===== config.mk =====
export PLATFORM = sky130hd
export DESIGN_NAME = two_phase_quadrature_counter
export DESIGN_NICKNAME = d
export VERILOG_FILES = /design/src/quad_counter_pkg.sv /design/src/two_phase_quadrature_counter.sv /design/src/phase_filter.sv
export SDC_FILE = /design/constraint.sdc
export NUM_CORES = 1
export LEC_CHECK = 0
export CAP_MARGIN = 5
export CORE_MARGIN = 3
export CORE_UTILIZATION = 42
export CTS_CLUSTER_SIZE = 8
export DETAILED_ROUTE_END_ITERATION = 10
export DONT_BUFFER_PORTS = 1
export PLACE_DENSITY = 0.61
export SYNTH_ARGS = -nofsm -noshare
export SYNTH_HDL_FRONTEND = slang
export SYNTH_SLANG_ARGS = --single-unit

===== constraint.sdc =====
create_clock -name clk -period 3.6 [get_ports clk]
set_input_delay 0.18 -clock clk [delete_from_list [all_inputs] [get_ports clk]]
set_output_delay 0.18 -clock clk [all_outputs]
set_load 0.01 [all_outputs]

===== src/quad_counter_pkg.sv =====
package quad_counter_pkg;

  // ---------------------------------------------------------------
  // clocks
  // ---------------------------------------------------------------
  localparam int unsigned CLK_HZ = 25000000;
  localparam int unsigned CORE_HZ = 20000000;
  // 9.77 kHz timer tick, expressed in millihertz
  localparam int unsigned TICK_MHZ = 9770000;
  // rounded to the nearest divisor; 64-bit math, clock times 1000 overflows 32 bits
  localparam int unsigned TICK_DIV =
    32'((longint'(CLK_HZ) * 1000 + TICK_MHZ / 2) / TICK_MHZ);
  localparam int unsigned DIV_W = 12;

  // ---------------------------------------------------------------
  // position counter
  // ---------------------------------------------------------------
  localparam int unsigned STEPS_PER_REV = 60;
  localparam int unsigned EDGES_PER_STEP = 4;
  localparam int unsigned MAX_COUNT_LIMIT = STEPS_PER_REV * EDGES_PER_STEP;
  localparam int unsigned POS_W = 8;
  localparam logic [POS_W-1:0] POS_RESET = 8'h00;

  // ---------------------------------------------------------------
  // noise filter
  // ---------------------------------------------------------------
  localparam int unsigned FILT_SAMPLES = 3;

  // count action chosen from the sampled phase levels
  typedef enum logic [1:0] {
    ACT_HOLD = 2'b00,
    ACT_UP   = 2'b01,
    ACT_DOWN = 2'b10
  } action_t;

endpackage


===== src/two_phase_quadrature_counter.sv =====
`timescale 1ns/1ps
// Functional notes
// the count rises by one for A low/B rise, A rise/B high, A high/B fall, A fall/B low.
// the count falls by one for A low/B fall, A rise/B low, A high/B rise, A fall/B high.
// rising and falling edges on either phase are both valid edges.
// each channel starts and captures on a valid edge of its own phase; here the width counter runs from reset and the first edge already captures.
// the shared timer tick runs at about 9.77 kHz.
// both channels take operation and counter clock from that one tick.
// phase inputs pass a noise filter before edge detection.
// channels measure pulse width and raise no capture event at start.
// the encoder drives phase A on the first input and phase B on the second.
// the timer logic is clocked by the core clock (20 MHz nominal); here TICK_DIV is sized for clk at CLK_HZ, 25 MHz.
// each capture samples both levels and picks the action for the next edge.
// the count spans sixty times four steps, wrapping at both ends.
module two_phase_quadrature_counter
(
  // clock and reset
  input wire logic clk,
  input wire logic rstn,
  // encoder phases
  input wire logic phaseAInput,
  input wire logic phaseBInput,
  // control
  input wire logic enable,
  // capture events
  output logic channelZeroCaptureEvent,
  output logic channelOneCaptureEvent,
  // measured pulse widths in timer ticks
  output logic [15:0] widthA,
  output logic [15:0] widthB,
  // position
  output logic [quad_counter_pkg::POS_W-1:0] positionCount
);

  // -----------------------------------------------------------------
  // prescaled timer clock
  // -----------------------------------------------------------------
  localparam logic [11:0] DIV_LAST = 12'(quad_counter_pkg::TICK_DIV - 1);
  localparam logic [quad_counter_pkg::POS_W-1:0] POS_MAX =
    quad_counter_pkg::POS_W'(quad_counter_pkg::MAX_COUNT_LIMIT - 1);

  logic [11:0] div_r;
  wire prescaledTimerClock = (div_r == DIV_LAST);

  always_ff @(posedge clk or negedge rstn)
  begin
    if (!rstn)
      div_r <= 12'h000;
    else if (prescaledTimerClock)
      div_r <= 12'h000;
    else
      div_r <= div_r + 12'h001;
  end

  // -----------------------------------------------------------------
  // noise filters
  // -----------------------------------------------------------------
  // filtering on the timer tick rejects glitches shorter than a few ticks
  logic levelA;
  logic levelB;

  phase_filter filtA
  (
    .clk(clk),
    .rstn(rstn),
    .tick(prescaledTimerClock),
    .rawIn(phaseAInput),
    .level(levelA)
  );

  phase_filter filtB
  (
    .clk(clk),
    .rstn(rstn),
    .tick(prescaledTimerClock),
    .rawIn(phaseBInput),
    .level(levelB)
  );

  // -----------------------------------------------------------------
  // edge detection and channel start
  // -----------------------------------------------------------------
  logic prevA_r;
  logic prevB_r;
  logic run_r;
  wire edgeA = (levelA != prevA_r);
  wire edgeB = (levelB != prevB_r);
  // no event at start: the first pass only arms the channels
  wire capA = run_r & enable & edgeA;
  wire capB = run_r & enable & edgeB;

  always_ff @(posedge clk or negedge rstn)
  begin
    if (!rstn)
    begin
      prevA_r <= 1'b0;
      prevB_r <= 1'b0;
      run_r <= 1'b0;
    end
    else
    begin
      prevA_r <= levelA;
      prevB_r <= levelB;
      run_r <= enable;
    end
  end

  // -----------------------------------------------------------------
  // pulse-width counters, one per channel
  // -----------------------------------------------------------------
  logic [15:0] cntA_r;
  logic [15:0] cntB_r;
  logic [15:0] widthA_r;
  logic [15:0] widthB_r;

  always_ff @(posedge clk or negedge rstn)
  begin
    if (!rstn)
    begin
      cntA_r <= 16'h0000;
      widthA_r <= 16'h0000;
    end
    else if (capA)
    begin
      widthA_r <= cntA_r;
      cntA_r <= 16'h0000;
    end
    else if (prescaledTimerClock && cntA_r != 16'hFFFF)
      cntA_r <= cntA_r + 16'h0001;
  end

  always_ff @(posedge clk or negedge rstn)
  begin
    if (!rstn)
    begin
      cntB_r <= 16'h0000;
      widthB_r <= 16'h0000;
    end
    else if (capB)
    begin
      widthB_r <= cntB_r;
      cntB_r <= 16'h0000;
    end
    else if (prescaledTimerClock && cntB_r != 16'hFFFF)
      cntB_r <= cntB_r + 16'h0001;
  end

  // -----------------------------------------------------------------
  // direction decode
  // -----------------------------------------------------------------
  // old and new level of phase A, then old and new level of phase B
  function automatic quad_counter_pkg::action_t decode
  (
    input logic aOld,
    input logic aNew,
    input logic bOld,
    input logic bNew
  );
    logic aE;
    logic bE;
    aE = aOld ^ aNew;
    bE = bOld ^ bNew;
    // a b edge counts up when the phases end unequal, an a edge when they end equal
    if (aE == bE)
      decode = quad_counter_pkg::ACT_HOLD;
    else if (bE)
      decode = (aNew ^ bNew) ? quad_counter_pkg::ACT_UP
                             : quad_counter_pkg::ACT_DOWN;
    else
      decode = (aNew ^ bNew) ? quad_counter_pkg::ACT_DOWN
                             : quad_counter_pkg::ACT_UP;
  endfunction

  // levels sampled at the last capture select the action for this edge
  logic sampA_r;
  logic sampB_r;
  wire anyCap = capA | capB;
  quad_counter_pkg::action_t act;
  assign act = anyCap ? decode(sampA_r, levelA, sampB_r, levelB)
                      : quad_counter_pkg::ACT_HOLD;

  always_ff @(posedge clk or negedge rstn)
  begin
    if (!rstn)
    begin
      sampA_r <= 1'b0;
      sampB_r <= 1'b0;
    end
    else if (anyCap || !run_r)
    begin
      sampA_r <= levelA;
      sampB_r <= levelB;
    end
  end

  // -----------------------------------------------------------------
  // position counter
  // -----------------------------------------------------------------
  logic [quad_counter_pkg::POS_W-1:0] pos_r;
  logic [quad_counter_pkg::POS_W-1:0] pos_nxt;
  wire atMax = (pos_r == POS_MAX);
  wire atZero = (pos_r == quad_counter_pkg::POS_RESET);

  always_comb
  begin
    pos_nxt = pos_r;
    unique case (act)
      quad_counter_pkg::ACT_UP:
        pos_nxt = atMax ? quad_counter_pkg::POS_RESET : pos_r + 8'h01;
      quad_counter_pkg::ACT_DOWN:
        pos_nxt = atZero ? POS_MAX : pos_r - 8'h01;
      quad_counter_pkg::ACT_HOLD:
        pos_nxt = pos_r;
      default:
        pos_nxt = pos_r;
    endcase
  end

  always_ff @(posedge clk or negedge rstn)
  begin
    if (!rstn)
      pos_r <= quad_counter_pkg::POS_RESET;
    else
      pos_r <= pos_nxt;
  end

  // core clock runs at the board rate; the tick divider absorbs the difference
  assign channelZeroCaptureEvent = capA;
  assign channelOneCaptureEvent = capB;
  assign widthA = widthA_r;
  assign widthB = widthB_r;
  assign positionCount = pos_r;
endmodule


===== src/phase_filter.sv =====
`timescale 1ns/1ps
module phase_filter
(
  // clock and reset
  input wire logic clk,
  input wire logic rstn,
  // sampling tick
  input wire logic tick,
  // raw and filtered level
  input wire logic rawIn,
  output logic level
);

  // -----------------------------------------------------------------
  // sample shift register
  // -----------------------------------------------------------------
  // a level is accepted only after it stands for every sample in the window
  logic [quad_counter_pkg::FILT_SAMPLES-1:0] hist_r;
  logic level_r;
  wire allHigh = &hist_r;
  wire allLow = ~|hist_r;

  always_ff @(posedge clk or negedge rstn)
  begin
    if (!rstn)
    begin
      hist_r <= '0;
      level_r <= 1'b0;
    end
    else
    begin
      if (tick)
        hist_r <= {hist_r[quad_counter_pkg::FILT_SAMPLES-2:0], rawIn};
      if (allHigh)
        level_r <= 1'b1;
      else if (allLow)
        level_r <= 1'b0;
    end
  end

  assign level = level_r;

endmodule


# After elaboration in Yosys (flattened, before gate mapping)
# Cells that the tools add are included.
# W data, S select, Z words.
# totals
reg_bits	97
latch_bits	0
ram_bits	0
rom_bits	0
output_inout_bits	42
memories	0
# op_classes
n_addsub	5
n_mul	0
div	0
order_cmp	0
n_eq_ne	11
shifts	0
mux	17
bitwise_logic	7
reduce_logical	12
# ops
cell	count
$mux W16	4
$add A16 B1 Y16 const B	2
$ne A16 B16 Y1 const B	2
$mux W8	2
$pmux W8 S2	1
$add A12 B1 Y12 const B	1
$eq A12 B12 Y1 const B	1
$mux W12	1
$mux W2	5
$add A8 B1 Y8 const B	1
$eq A8 B8 Y1 const B	1
$logic_not A8 Y1	1
$sub A8 B1 Y8 const B	1
$reduce_and A3 Y1	2
$reduce_bool A2 Y1	3
$reduce_or A3 Y1	2
$mux W1	4
$ne A2 B1 Y1 const B	2
$and A1 B1 Y1	3
$xor A1 B1 Y1	3
$eq A2 B1 Y1 const B	1
$eq A2 B2 Y1 const B	1
$logic_and A1 B1 Y1	2
$ne A1 B1 Y1	2
other kinds (4)	4

# Logic depth before layout (Yosys ltp)
# Gate-level depths: netlist of run 1.
# depth
word_depth	7
mapped_depth	12
mapped_depth_nobuf	11

# By module
# A second synthesis of run 1 with hierarchy kept.
# hier_totals
cells_unflattened	532
hier_area_um2	4911.0
# by_module_without_submodules
module	instances	cells_each	area_each_um2	seq_area_each_um2
two_phase_quadrature_counter	1	508	4595.7	2227.1
phase_filter	2	12	157.7	100.1

# Worst setup path after synthesis of run 1
# No wires, ideal clock.
# synth_path
kind	reg-to-reg
startpoint	register filtB.level_r, in the netlist filtB.level
endpoint	register pos_r, in the netlist positionCount[7]
setup_ns	0.087
arrival_time_ns	2.264
required_time_ns	3.513
path_slack_ns	1.249
stages_incl_launch_ff	11
synth_period_minus_slack_ns	2.351
path_cell_list	dfrtp_1 > xnor2_1 > nor2_1 > buf_2 > o211ai_1 > ha_1 > clkbuf_1 > nor2_1 > nor4b_1 > a21oi_1 > o211ai_1
# synth_via
elab_chain_cells	7
word_cells_on_any_way	15
cone_classes	eq/ne: 4; mux: 6; bitwise: 4; reduce/logical: 1
# synth_lines
item	line_no	rtl
from (decl)	phase_filter.sv:19	logic level_r;
from (signal assigned)	phase_filter.sv:28	level_r <= 1'b0;
from (signal assigned)	phase_filter.sv:35	level_r <= 1'b1;
from (signal assigned)	phase_filter.sv:37	level_r <= 1'b0;
$xor A1 B1 Y1	two_phase_quadrature_counter.sv:167, two_phase_quadrature_counter.sv:170	
$mux W2 (on tied branches)	two_phase_quadrature_counter.sv:170, two_phase_quadrature_counter.sv:167	
$mux W2	two_phase_quadrature_counter.sv:166	else if (bE)
$mux W2	two_phase_quadrature_counter.sv:164	if (aE == bE)
$mux W2 (*)	two_phase_quadrature_counter.sv:179	assign act = anyCap ? decode(sampA_r, levelA, sampB_r, levelB)
$eq A2 B2 Y1 / $eq A2 B1 Y1 (equally long branches)	two_phase_quadrature_counter.sv:207	unique case (act)
$pmux W8 S2 / $reduce_bool A2 Y1 (equally long branches)	n/a	
to (signal assigned)	two_phase_quadrature_counter.sv:222	pos_r <= quad_counter_pkg::POS_RESET;
to (signal assigned)	two_phase_quadrature_counter.sv:224	pos_r <= pos_nxt;
to (decl)	two_phase_quadrature_counter.sv:199	logic [quad_counter_pkg::POS_W-1:0] pos_r;
# Mark *: on every way between the ends. The rest lies on a longest branch, timed or not.
# A chain may end at the register's enable or synchronous reset.

# Worst setup path in the final report of run 1
# Same ends and word-level chain as after synthesis.

==> impl_summary.log, run 1 <==
[metrics] dpl cell area: just under 5000 sq um
[metrics] Final Hold Viols: 0
[metrics] multi-input gate area in the final layout: ~2200 sq um
[metrics] worst-case reg-to-reg path depth: 9
[metrics] GRT Overall Usage: 0.149
[metrics] post-placement setup slack: 958 ps
[metrics] number of DRC violations after detailed-routing iteration 0: 234
[metrics] RSZ-0062 raised after global routing: false
[metrics] largest clock skew in the final design: 8.75 ps
[metrics] Post-CTS Setup Repair Bufs: 0
[metrics] cell area after layout: between 5000 and 6000 sq um
[metrics] initial antenna violation count: 0
[metrics] syn_nets: 464
[metrics] Avg Synthesized Cell Area: 10.5 sq um
[metrics] proportion of layout cells with a drive suffix above 1: 0.138
[metrics] reg2reg setup slack: between 800 and 900 ps
[metrics] number of slew-limit violations in the final report: 0
[metrics] Worst setup endpoint: positionCount[7]
[metrics] worst setup path start: filtB.level
[metrics] number of standard cells after synthesis: approximately 450
[metrics] post-synthesis sequential element count: 97
[metrics] Seq/Total Area, Yosys: 0.514
[metrics] average wire per standard cell: approximately 15 um
[metrics] peak ir drop on the vdd network: 0.221 mV
[metrics] status: finished clean
[metrics] maximum number of buffers from clock root to sink: 2
[metrics] row count: 38
[metrics] Critical Path Source Type: flip-flop
[metrics] CP arrival: 2980 ps
[metrics] clock tree from TritonCTS: yes
[metrics] area occupied by registers: about 2400 sq um
[metrics] worst-path maximum fanout: 16
[metrics] vias in the first global route: between 3k and 4k
[metrics] minimum setup slack in the final design: ~870 ps
[metrics] number of CTS-inserted buffers: 9
[metrics] maximum level of the CTS H-tree: 3
[metrics] fraction of the cycle the final worst path needs: 0.758
[metrics] number of port buffers: 0
[metrics] Inserted Diodes: 0
[metrics] Top FF cell, synth: sky130_fd_sc_hd__dfrtp_1
[metrics] static leakage: roughly 2.3 nW
[metrics] vias post-DR: 3321
[metrics] clock period minus final worst setup slack: around 2700 ps
[metrics] DR vias/cell: ~5.6
[metrics] final setup vio count: 0
[metrics] power density cells: roughly 400 nW/um^2
[metrics] max capacitance violation total: 0
[metrics] YS warnings: 0
[metrics] count of different cell masters after synthesis: 54
[metrics] combined area of all synthesized cells: 4720 sq um
[metrics] pin count of the biggest net entering global routing: slightly below 100
[metrics] count of flip-flops with a built-in enable after synthesis: 0
[metrics] later-pin clock latency in the skew report: 340 ps
[metrics] kind of critical path: reg2reg
[metrics] async set or reset register ratio after synthesis: 1.00
[metrics] Top Ports: 47
[metrics] horizontal extent of the die: between 100 and 150 um
[metrics] Worst Max-Slew Pin Slew: slightly above 600 ps
[metrics] Initial Utilization: 0.432
[metrics] buffer type at the clock tree root: sky130_fd_sc_hd__clkbuf_16
[metrics] count of unresolved DRC violations after routing: 0
[metrics] Routed WL: roughly 9 mm
[metrics] DP Wirelength: 5.87 mm
[metrics] Crit. End Element: flip-flop
[metrics] total core area: 10900 sq um
[metrics] clock transition at the registers of the reported paths: about 60 ps
[metrics] WP data required: 3850 ps
[metrics] Total Neg Setup Slack: 0 ps
[metrics] global-route wire length before repair: approximately 16 mm
[metrics] synth-to-layout area growth: 10.0%
[metrics] R2R Path Start: filtB.level
[metrics] DR pass1 iterations: 5
[metrics] die height: 112 um
[metrics] net total in the final layout: approximately 460
[metrics] highest attainable clock frequency: 0.367 GHz
[metrics] routability-driven placement congestion ratio: roughly 0.86
[metrics] number of clock sinks: 97
[metrics] Congestion Overflow GR: 0
[metrics] r2r endpoint: positionCount[7]
[metrics] Die Footprint: 12600 sq um
[metrics] count of nets left with antenna violations after detail routing: 0
[metrics] Hold WC Path Type: in2reg
[metrics] relative slew slack: 0.594
[metrics] fill cell count: between 900 and 1k
[metal layers]
layer  vias up  track usage  wire length [um]
li1       1611            -                 -
met1      1620        0.202              4260
met2        80        0.233              4110
met3        10       0.0388               476
met4         0       0.0513               137
met5         -            0                 0
[flip-flops by register name, summed over array words and instances, names as in the netlist, 3 cells and up]
register	cells
filtB.hist_r	3
widthA	16
filtA.hist_r	3
div_r	12
cntB_r	16
cntA_r	16
positionCount	8
widthB	16
[critical path, stage by stage, from the launching register on]
cell and delay (ps):
sky130_fd_sc_hd__dfrtp_1 450, sky130_fd_sc_hd__xnor2_1 160, sky130_fd_sc_hd__nor2_2 480, sky130_fd_sc_hd__nor2_1 140
sky130_fd_sc_hd__nor3_1 220, sky130_fd_sc_hd__ha_1 430, sky130_fd_sc_hd__nor2_1 290, sky130_fd_sc_hd__nor4b_1 300
sky130_fd_sc_hd__a21oi_1 70, sky130_fd_sc_hd__o211ai_1 100
[per-stage QoR]
stage                util  instances  hold slack, ps  power, mW
detailed placement  0.442        575            -113       1.11
finish              0.475        596             177       2.06
CTS                 0.475        596             175       2.09
global route        0.475        596             206       2.14
floorplan               -        451            -116       1.11
global placement    0.442        575            -113       1.11
[power breakdown]
| group | internal (mW) | total [mW] | switching, mW |
|---|---|---|---|
| combinational | 0.00657 | 0.0288 | 0.0222 |
| sequential | 1.09 | 1.09 | 0.000431 |
| clock | 0.559 | 0.944 | 0.385 |
[synth_stat cells (4+ instances only)]
cell type,instances,area (sq um)
sky130_fd_sc_hd__dfrtp_1,97,2430
sky130_fd_sc_hd__nor2_1,47,176
sky130_fd_sc_hd__nand2_1,39,146
sky130_fd_sc_hd__mux2_2,33,372
sky130_fd_sc_hd__o21ai_0,25,125
sky130_fd_sc_hd__nand3_1,19,95.1
sky130_fd_sc_hd__a21oi_1,17,85.1
sky130_fd_sc_hd__xnor2_1,16,140
sky130_fd_sc_hd__xor2_1,13,114
sky130_fd_sc_hd__inv_1,11,41.3
sky130_fd_sc_hd__clkbuf_1,10,37.5
sky130_fd_sc_hd__and3_1,9,56.3
sky130_fd_sc_hd__nor3_1,9,45.0
sky130_fd_sc_hd__o211ai_1,9,67.6
sky130_fd_sc_hd__ha_1,8,100
sky130_fd_sc_hd__buf_2,7,35.0
sky130_fd_sc_hd__nand4_1,7,43.8
sky130_fd_sc_hd__nor4_1,7,43.8
sky130_fd_sc_hd__or3_1,6,37.5
sky130_fd_sc_hd__a211oi_1,5,37.5
sky130_fd_sc_hd__and4_1,5,43.8
sky130_fd_sc_hd__and2_1,4,25.0
sky130_fd_sc_hd__mux2i_1,4,40.0
sky130_fd_sc_hd__or4_1,4,30.0
[worst min-delay path by stage]
stage                     slack, ps  depth (start not counted)    from         to
after floorplan                -120                          0    rstn  cntA_r[0]
after global placement         -110                          0    rstn  widthA[4]
after detailed placement       -110                          0    rstn  widthA[6]
after CTS                       170                          3  enable  cntB_r[7]
after global routing            210                          3  enable  cntB_r[8]
final                           180                          3  enable  cntB_r[7]
[cells in the final DEF (no fill, tap or decap), types with 5 or more instances in the layout]
master,count
sky130_fd_sc_hd__nor3_1,9
sky130_fd_sc_hd__o21ai_0,25
sky130_fd_sc_hd__o211ai_1,9
sky130_fd_sc_hd__ha_1,8
sky130_fd_sc_hd__inv_1,11
sky130_fd_sc_hd__nand2_1,39
sky130_fd_sc_hd__nand3_1,19
sky130_fd_sc_hd__mux2_2,33
sky130_fd_sc_hd__buf_4,5
sky130_fd_sc_hd__a21oi_1,17
sky130_fd_sc_hd__and3_1,9
sky130_fd_sc_hd__nor2_1,46
sky130_fd_sc_hd__or3_1,6
sky130_fd_sc_hd__xnor2_1,16
sky130_fd_sc_hd__dfrtp_1,97
sky130_fd_sc_hd__a211oi_1,5
sky130_fd_sc_hd__xor2_1,13
sky130_fd_sc_hd__nand4_1,7
sky130_fd_sc_hd__nor4_1,7
sky130_fd_sc_hd__and4_1,5
sky130_fd_sc_hd__clkbuf_16,9
[logic make-up (layout without fill, tap and decap cells)]
logic type,Yosys count,count (layout),synth area share
buffers and inverters,33,38,0.0307
DFF,97,97,0.514
and+or+nand+nor,170,170,0.185
xor gates and xnor gates,29,29,0.0538
AOI/OAI and AO/OA,77,77,0.108
adders and majority gates,8,8,0.0212
muxes,37,37,0.0872
[timing repair]
action | 4_1_cts | 5_1_grt
endpoints found under the hold margin | 100 | 0
gates resized for setup | 0 | 0
hold buffers | 5 | 0
[area by class of cell]
cell class                 count  share of cell area
timing repair buffer          10              0.0202
clock inverter                 2             0.00722
tap                          140              0.0337
inverter                      12             0.00867
multi-input combinational    321               0.414
sequential                    97               0.467
clock buffer                  14              0.0489
Note: power is estimated with default switching activity, not from simulation.
==> inputs of run 2 (changes only) <==
PLACE_DENSITY = 0.64   (was 0.61)
clock period = 2.3 ns   (was 3.6 ns; I/O delays follow)
==> impl_summary.log, run 2 (same netlist as run 1, synthesis figures left out) <==
[metrics] Crit. End Element: flip-flop (unchanged)
[metrics] DP Wirelength: 6.09 mm (was 5.87 mm)
[metrics] Routed WL: 8.98 mm (about the same)
[metrics] Hold Worst Slack: -522 ps (was 177 ps)
[metrics] count of unresolved DRC violations after routing: 0 (unchanged)
[metrics] initial antenna violation count: 0 (unchanged)
[metrics] horizontal extent of the die: 112 um (unchanged)
[metrics] number of slew-limit violations in the final report: 0 (unchanged)
[metrics] total core area: 10900 sq um (unchanged)
[metrics] relative slew slack: 0.677 (was 0.594)
[metrics] highest attainable clock frequency: 0.463 GHz (was 0.367 GHz)
[metrics] Die Footprint: 12600 sq um (unchanged)
[metrics] Critical Path, Cell by Cell: inv_1 -> ha_1 -> and4bb_2 -> and4_1 -> o21ai_2 -> or4_1 -> nand2_1 (was xnor2_1 -> nor2_2 -> nor2_1 -> nor3_1 -> ha_1 -> nor2_1 -> nor4b_1 -> a21oi_1 -> o211ai_1)
[metrics] vias post-DR: 3346 (was 3321)
[metrics] area occupied by registers: 2430 sq um (unchanged)
[metrics] maximum number of buffers from clock root to sink: 2 (unchanged)
[metrics] number of port buffers: 0 (unchanged)
[metrics] fraction of power spent switching nets: 0.192 (was 0.197)
[metrics] Congestion Overflow GR: 0 (unchanged)
[metrics] vias in the first global route: 3196 (was 3228)
[metrics] power density cells: 598 nW/um^2 (was 397 nW/um^2)
[metrics] Total Neg Setup Slack: 0 ps (unchanged)
[metrics] net total in the final layout: 471 (was 464)
[metrics] number of clock sinks: 97 (unchanged)
[metrics] clock share of power: 0.451 (was 0.457)
[metrics] maximum level of the CTS H-tree: 3 (unchanged)
[metrics] Critical Path Source Type: flip-flop (unchanged)
[metrics] pin count of the biggest net entering global routing: 98 (unchanged)
[metrics] Initial Utilization: 0.432 (unchanged)
[metrics] buffer type at the clock tree root: sky130_fd_sc_hd__clkbuf_16 (unchanged)
[metrics] Slowest cell on crit path: sky130_fd_sc_hd__or4_1 (was sky130_fd_sc_hd__nor2_2)
[metrics] later-pin clock latency in the skew report: 330 ps (was 340 ps)
[metrics] GRT Overall Usage: 0.147 (was 0.149)
[metrics] violated checks: hold timing
[metrics] RSZ-0062 raised after global routing: false (unchanged)
[metrics] Post-CTS Setup Repair Bufs: 0 (unchanged)
[metrics] Cell Int Power: 2.53 mW (was 1.66 mW)
[metrics] hold_buf cts: 3 (was 5)
[metrics] Gate power share: 0.002 (was 0.014)
[metrics] Worst Max-Slew Pin Slew: 483 ps (was 608 ps)
[metrics] die height: 112 um (unchanged)
[metrics] leading cell type in the layout, fill and taps excluded: sky130_fd_sc_hd__dfrtp_1 (unchanged)
[metrics] average wire per standard cell: 14.9 um (was 15.1 um)
[metrics] end-of-flow core utilization: 0.478 (was 0.475)
[metrics] clock transition at the registers of the reported paths: 60 ps (about the same)
[metrics] max capacitance violation total: 0 (unchanged)
[metrics] maximum single-stage delay on the critical path: 500 ps (was 480 ps)
[metrics] routability-driven placement congestion ratio: 0.855 (was 0.861)
[metrics] proportion of layout cells with a drive suffix above 1: 0.162 (was 0.138)
[metrics] clock period minus final worst setup slack: 2160 ps (was 2730 ps)
[metrics] register share of total power: 0.547 (was 0.529)
[metrics] CP arrival: 2430 ps (was 2980 ps)
[metrics] worst-case reg-to-reg path depth: 7 (was 9)
[metrics] WP data required: 2580 ps (was 3850 ps)
[metrics] peak ir drop on the vdd network: 0.316 mV (was 0.221 mV)
[metrics] status: complete, but fails checks (was finished clean)
[metrics] Inserted Diodes: 0 (unchanged)
[metrics] kind of critical path: reg2reg (unchanged)
[metrics] static leakage: 2.35 nW (was 2.32 nW)
[metrics] clock tree from TritonCTS: yes (unchanged)
[metrics] leading cell types in the layout, fill and taps excluded: sky130_fd_sc_hd__dfrtp_1 (97), sky130_fd_sc_hd__nor2_1 (45), sky130_fd_sc_hd__nand2_1 (39) (was sky130_fd_sc_hd__dfrtp_1 (97), sky130_fd_sc_hd__nor2_1 (46), sky130_fd_sc_hd__nand2_1 (39))
[metrics] final setup vio count: 0 (unchanged)
[metrics] row count: 38 (unchanged)
[metrics] Hold WC Path Type: in2async (was in2reg)
[metrics] number of CTS-inserted buffers: 9 (unchanged)
[metrics] Top Ports: 47 (unchanged)
[metrics] synth-to-layout area growth: 10.6% (was 10.0%)
[metrics] multi-input gate area in the final layout: 2160 sq um (was 2150 sq um)
[metrics] DR pass1 iterations: 4 (was 5)
[metrics] DR vias/cell: 5.56 (was 5.57)
[metrics] number of DRC violations after detailed-routing iteration 0: 154 (was 234)
[metrics] count of nets left with antenna violations after detail routing: 0 (unchanged)
[metrics] global-route wire length before repair: 15.3 mm (was 15.6 mm)
[metrics] switching power: 598 uW (was 408 uW)
[metrics] worst-path maximum fanout: 8 (was 16)
[metrics] Final Hold Viols: 97 (was 0)
[metrics] largest clock skew in the final design: 6.62 ps (was 8.75 ps)
[metrics] fraction of the cycle the final worst path needs: 0.938 (was 0.758)
[metrics] fill cell count: 1028 (was 999)
[run 2: cell type report]
cell class                      count  share of cell area
Multi-Input combinational cell    321               0.413
Timing Repair Buffer               17              0.0259
Tap cell                          140              0.0335
Inverter                           12             0.00862
Sequential cell                    97               0.465
Clock inverter                      2             0.00240
Clock buffer                       13              0.0517
[run 2: worst max-delay path: cells and delay by family, from the launching register on]
family                   cells  cell delay, ps
AO/OA/AOI/OAI                1             190
adder cells (fa/ha/maj)      1             130
buffers and inverters        1              80
flip-flops                   1             420
AND/OR/NAND/NOR              4            1270
[run 2: path summary, 6_finish.rpt]
kind	startpoint	to	slack, ps
worst max-delay path	div_r[0]	cntA_r[7]	140
worst min-delay path	rstn	widthB[8]	-520
worst max register to register	div_r[0]	cntA_r[7]	140
worst min register to register	div_r[0]	div_r[0]	510
max in group asynchronous	rstn	cntA_r[0]	2670
min in group clk	enable	sampA_r	260
[run 2: per-layer routing]
metal | part of all wire | routed length [um] | up-vias | global-route usage
li1 | - | - | 1621 | -
met1 | 0.47 | 4180 | 1643 | 0.195
met2 | 0.47 | 4250 | 75 | 0.238
met3 | 0.053 | 478 | 7 | 0.0453
met4 | 0.0086 | 77 | 0 | 0.0401
met5 | 0 | 0 | - | 0
[run 2: power by group through the flow]
| stage | clock network, mW | logic, mW | registers, mW |
|---|---|---|---|
| 4_1_cts | 1.47 | 0.00634 | 1.71 |
| 3_3_place_gp | 0 | 0.00186 | 1.74 |
| 3_5_place_dp | 0 | 0.00187 | 1.74 |
| 6_report | 1.41 | 0.00644 | 1.71 |
| 5_1_grt | 1.54 | 0.00695 | 1.71 |
| 2_1_floorplan | 0 | 0.00169 | 1.74 |
[run 2: through the flow]
| stage | std cells | hold WS (ps) | instance area (sq um) | power (mW) | setup WS (ps) |
|---|---|---|---|---|---|
| after CTS | 602 | -542 | 5220 | 3.18 | 126 |
| after floorplan | 451 | -181 | 4730 | 1.74 | 78.9 |
| after global placement | 584 | -173 | 4910 | 1.74 | 225 |
| final | 602 | -522 | 5220 | 3.12 | 142 |
| after detailed placement | 584 | -174 | 4910 | 1.74 | 150 |
| after global routing | 602 | -548 | 5220 | 3.25 | 7.17 |
[run 2: what timing repair did]
action                     4_1_cts  5_1_grt
setup endpoints to repair        0        2
hold endpoints to repair       100       97
gates resized for setup          0        2
==> inputs of run 3 (changes only) <==
--- a/config.mk
+++ b/config.mk
@@ -12,5 +12,5 @@
 export DETAILED_ROUTE_END_ITERATION = 10
 export DONT_BUFFER_PORTS = 1
-export PLACE_DENSITY = 0.64
+export PLACE_DENSITY = 0.61
 export SYNTH_ARGS = -nofsm -noshare
 export SYNTH_HDL_FRONTEND = slang
==> constraint.sdc (replaced) <==
create_clock -name clk -period 2.8 [get_ports clk]
set_input_delay 0.56 -clock clk [delete_from_list [all_inputs] [get_ports clk]]
set_output_delay 0.56 -clock clk [all_outputs]
set_load 0.01 [all_outputs]
==> impl_summary.log, run 3 (same netlist as run 1, synthesis figures left out) <==
[metrics] count of nets left with antenna violations after detail routing: 0 (unchanged)
[metrics] number of CTS-inserted buffers: 9 (unchanged)
[metrics] kind of critical path: reg2reg (unchanged)
[metrics] maximum number of buffers from clock root to sink: 2 (unchanged)
[metrics] buffer type at the clock tree root: sky130_fd_sc_hd__clkbuf_16 (unchanged)
[metrics] Top Ports: 47 (unchanged)
[metrics] average wire per standard cell: 15.2 um (was 14.9 um)
[metrics] WP data required: 2990 ps (was 2580 ps)
[metrics] CP arrival: 2510 ps (was 2430 ps)
[metrics] Hold WC Path Type: in2async (unchanged)
[metrics] Die Footprint: 12600 sq um (unchanged)
[metrics] DR pass1 iterations: 4 (unchanged)
[metrics] die height: 112 um (unchanged)
[metrics] number of DRC violations after detailed-routing iteration 0: 150 (was 154)
[metrics] leading cell types in the layout, fill and taps excluded: sky130_fd_sc_hd__dfrtp_1 (97), sky130_fd_sc_hd__nor2_1 (46), sky130_fd_sc_hd__nand2_1 (39) (was sky130_fd_sc_hd__dfrtp_1 (97), sky130_fd_sc_hd__nor2_1 (45), sky130_fd_sc_hd__nand2_1 (39))
[metrics] Critical Path Source Type: flip-flop (unchanged)
[metrics] pin count of the biggest net entering global routing: 98 (unchanged)
[metrics] Total Neg Setup Slack: 0 ps (unchanged)
[metrics] Inserted Diodes: 0 (unchanged)
[metrics] horizontal extent of the die: 112 um (unchanged)
[metrics] worst-path maximum fanout: 16 (was 8)
[metrics] number of port buffers: 0 (unchanged)
[metrics] clock share of power: 0.450 (was 0.451)
[metrics] vias in the first global route: 3267 (was 3196)
[metrics] worst setup path start: filtA.level (was div_r[0])
[metrics] synth-to-layout area growth: 8.40% (was 10.6%)
[metrics] worst-case reg-to-reg path depth: 10 (was 7)
[metrics] max capacitance violation total: 0 (unchanged)
[metrics] clock tree from TritonCTS: yes (unchanged)
[metrics] row count: 38 (unchanged)
[metrics] count of unresolved DRC violations after routing: 0 (unchanged)
[metrics] relative slew slack: 0.659 (was 0.677)
[metrics] Worst setup endpoint: positionCount[7] (was cntA_r[7])
[metrics] clock period minus final worst setup slack: 2320 ps (was 2160 ps)
[metrics] Gate power share: 0.001 (was 0.002)
[metrics] power density cells: 499 nW/um^2 (was 598 nW/um^2)
[metrics] r2r endpoint: positionCount[7] (was cntA_r[7])
[metrics] switching power: 522 uW (was 598 uW)
[metrics] Routed WL: 9.00 mm (was 8.98 mm)
[metrics] vias post-DR: 3322 (was 3346)
[metrics] total core area: 10900 sq um (unchanged)
[metrics] register share of total power: 0.549 (was 0.547)
[metrics] Final Hold Viols: 97 (unchanged)
[metrics] Initial Utilization: 0.432 (unchanged)
[metrics] proportion of layout cells with a drive suffix above 1: 0.144 (was 0.162)
[metrics] fraction of power spent switching nets: 0.204 (was 0.192)
[metrics] number of clock sinks: 97 (unchanged)
[metrics] static leakage: 2.30 nW (was 2.35 nW)
[metrics] Hold Worst Slack: -83.2 ps (was -522 ps)
[metrics] initial antenna violation count: 0 (unchanged)
[metrics] fraction of the cycle the final worst path needs: 0.829 (was 0.938)
[metrics] Post-CTS Setup Repair Bufs: 0 (unchanged)
[metrics] leading cell type in the layout, fill and taps excluded: sky130_fd_sc_hd__dfrtp_1 (unchanged)
[metrics] CTS-repair resized insts: 0 (unchanged)
[metrics] status: complete, but fails checks (unchanged)
[metrics] net total in the final layout: 460 (was 471)
[metrics] violated checks: hold timing (unchanged)
[metrics] Congestion Overflow GR: 0 (unchanged)
[metrics] Worst Max-Slew Pin Slew: 512 ps (was 483 ps)
[metrics] Crit. End Element: flip-flop (unchanged)
[metrics] largest clock skew in the final design: 8.27 ps (was 6.62 ps)
[metrics] DR vias/cell: 5.61 (was 5.56)
[metrics] R2R Path Start: filtA.level (was div_r[0])
[metrics] maximum level of the CTS H-tree: 3 (unchanged)
[metrics] Cell Int Power: 2.03 mW (was 2.53 mW)
[metrics] GRT Overall Usage: 0.150 (was 0.147)
[metrics] placed instance count: 576 (was 584)
[metrics] DP Wirelength: 5.95 mm (was 6.09 mm)
[metrics] fin cells: 592 (was 602)
[metrics] global-route wire length before repair: 15.8 mm (was 15.3 mm)
[metrics] highest attainable clock frequency: 0.431 GHz (was 0.463 GHz)
[metrics] peak ir drop on the vdd network: 0.303 mV (was 0.316 mV)
[metrics] final setup vio count: 0 (unchanged)
[metrics] clock transition at the registers of the reported paths: 70 ps (was 60 ps)
[metrics] reg2reg setup slack: 480 ps (was 140 ps)
[metrics] routability-driven placement congestion ratio: 0.863 (was 0.855)
[metrics] number of slew-limit violations in the final report: 0 (unchanged)
[metrics] fill cell count: 999 (was 1028)
[metrics] RSZ-0062 raised after global routing: false (unchanged)
[metrics] later-pin clock latency in the skew report: 330 ps (about the same)
[run 3: cell types whose count changed in the layout (fill, tap and decap cells not counted), sizes merged]
cell,delta
buf,-8
clkbuf,-1
clkinv,+2
clkinvlp,-1
dlygate4sd3,-3
inv,+1
[run 3: metrics by stage]
stage / power [mW] / instance area (sq um) / util / setup WS (ps)
floorplan: 1.43 / 4720 / - / 387
global placement: 1.43 / 4850 / 0.443 / 550
detailed placement: 1.43 / 4850 / 0.443 / 504
CTS: 2.59 / 5120 / 0.468 / 488
global route: 2.64 / 5120 / 0.468 / 239
finish: 2.55 / 5120 / 0.468 / 479
[run 3: layout make-up]
type                            count  area [sq um]  share of cell area
Sequential cell                    97          2430               0.474
Multi-Input combinational cell    321          2150               0.421
Clock buffer                       12           246              0.0481
Tap cell                          140           175              0.0342
Timing Repair Buffer                6          45.0             0.00880
Inverter                           12          45.0             0.00880
Clock inverter                      4          27.5             0.00538
[run 3: worst max-delay path: stages, from the launching register on]
cell,delay (ps)
sky130_fd_sc_hd__dfrtp_1,430
sky130_fd_sc_hd__xor2_1,160
sky130_fd_sc_hd__nand3_1,110
sky130_fd_sc_hd__clkinv_1,110
sky130_fd_sc_hd__nor2_1,130
sky130_fd_sc_hd__nor3_1,80
sky130_fd_sc_hd__ha_1,580
sky130_fd_sc_hd__nor2_1,160
sky130_fd_sc_hd__nor4b_1,180
sky130_fd_sc_hd__a21oi_1,140
sky130_fd_sc_hd__o211ai_1,110
[run 3: per-layer routing]
metal | vias up | GRT usage | part of all wire
met2 | 63 | 0.245 | 0.48
met4 | 0 | 0.0473 | 0.011
met3 | 11 | 0.0394 | 0.046
met1 | 1642 | 0.197 | 0.46
li1 | 1606 | - | -
met5 | - | 0 | 0
[run 3: power by group through the flow]
stage / Combinational, mW / Sequential (mW) / Clock (mW)
floorplan: 0.00125 / 1.43 / 0
global placement: 0.00159 / 1.43 / 0
detailed placement: 0.00160 / 1.43 / 0
CTS: 0.00161 / 1.40 / 1.19
global route: 0.00177 / 1.40 / 1.24
finish: 0.00158 / 1.40 / 1.15
[run 3: how the worst min path moves through the flow]
stage	endpoint	start	cells after the start	slack [ps]
after detailed placement	widthA[6]	rstn	0	270
after CTS	widthA[6]	rstn	0	-100
after global routing	widthA[6]	rstn	0	-110
after floorplan	cntA_r[0]	rstn	0	260
after global placement	widthA[6]	rstn	0	270
final	widthA[7]	rstn	0	-80
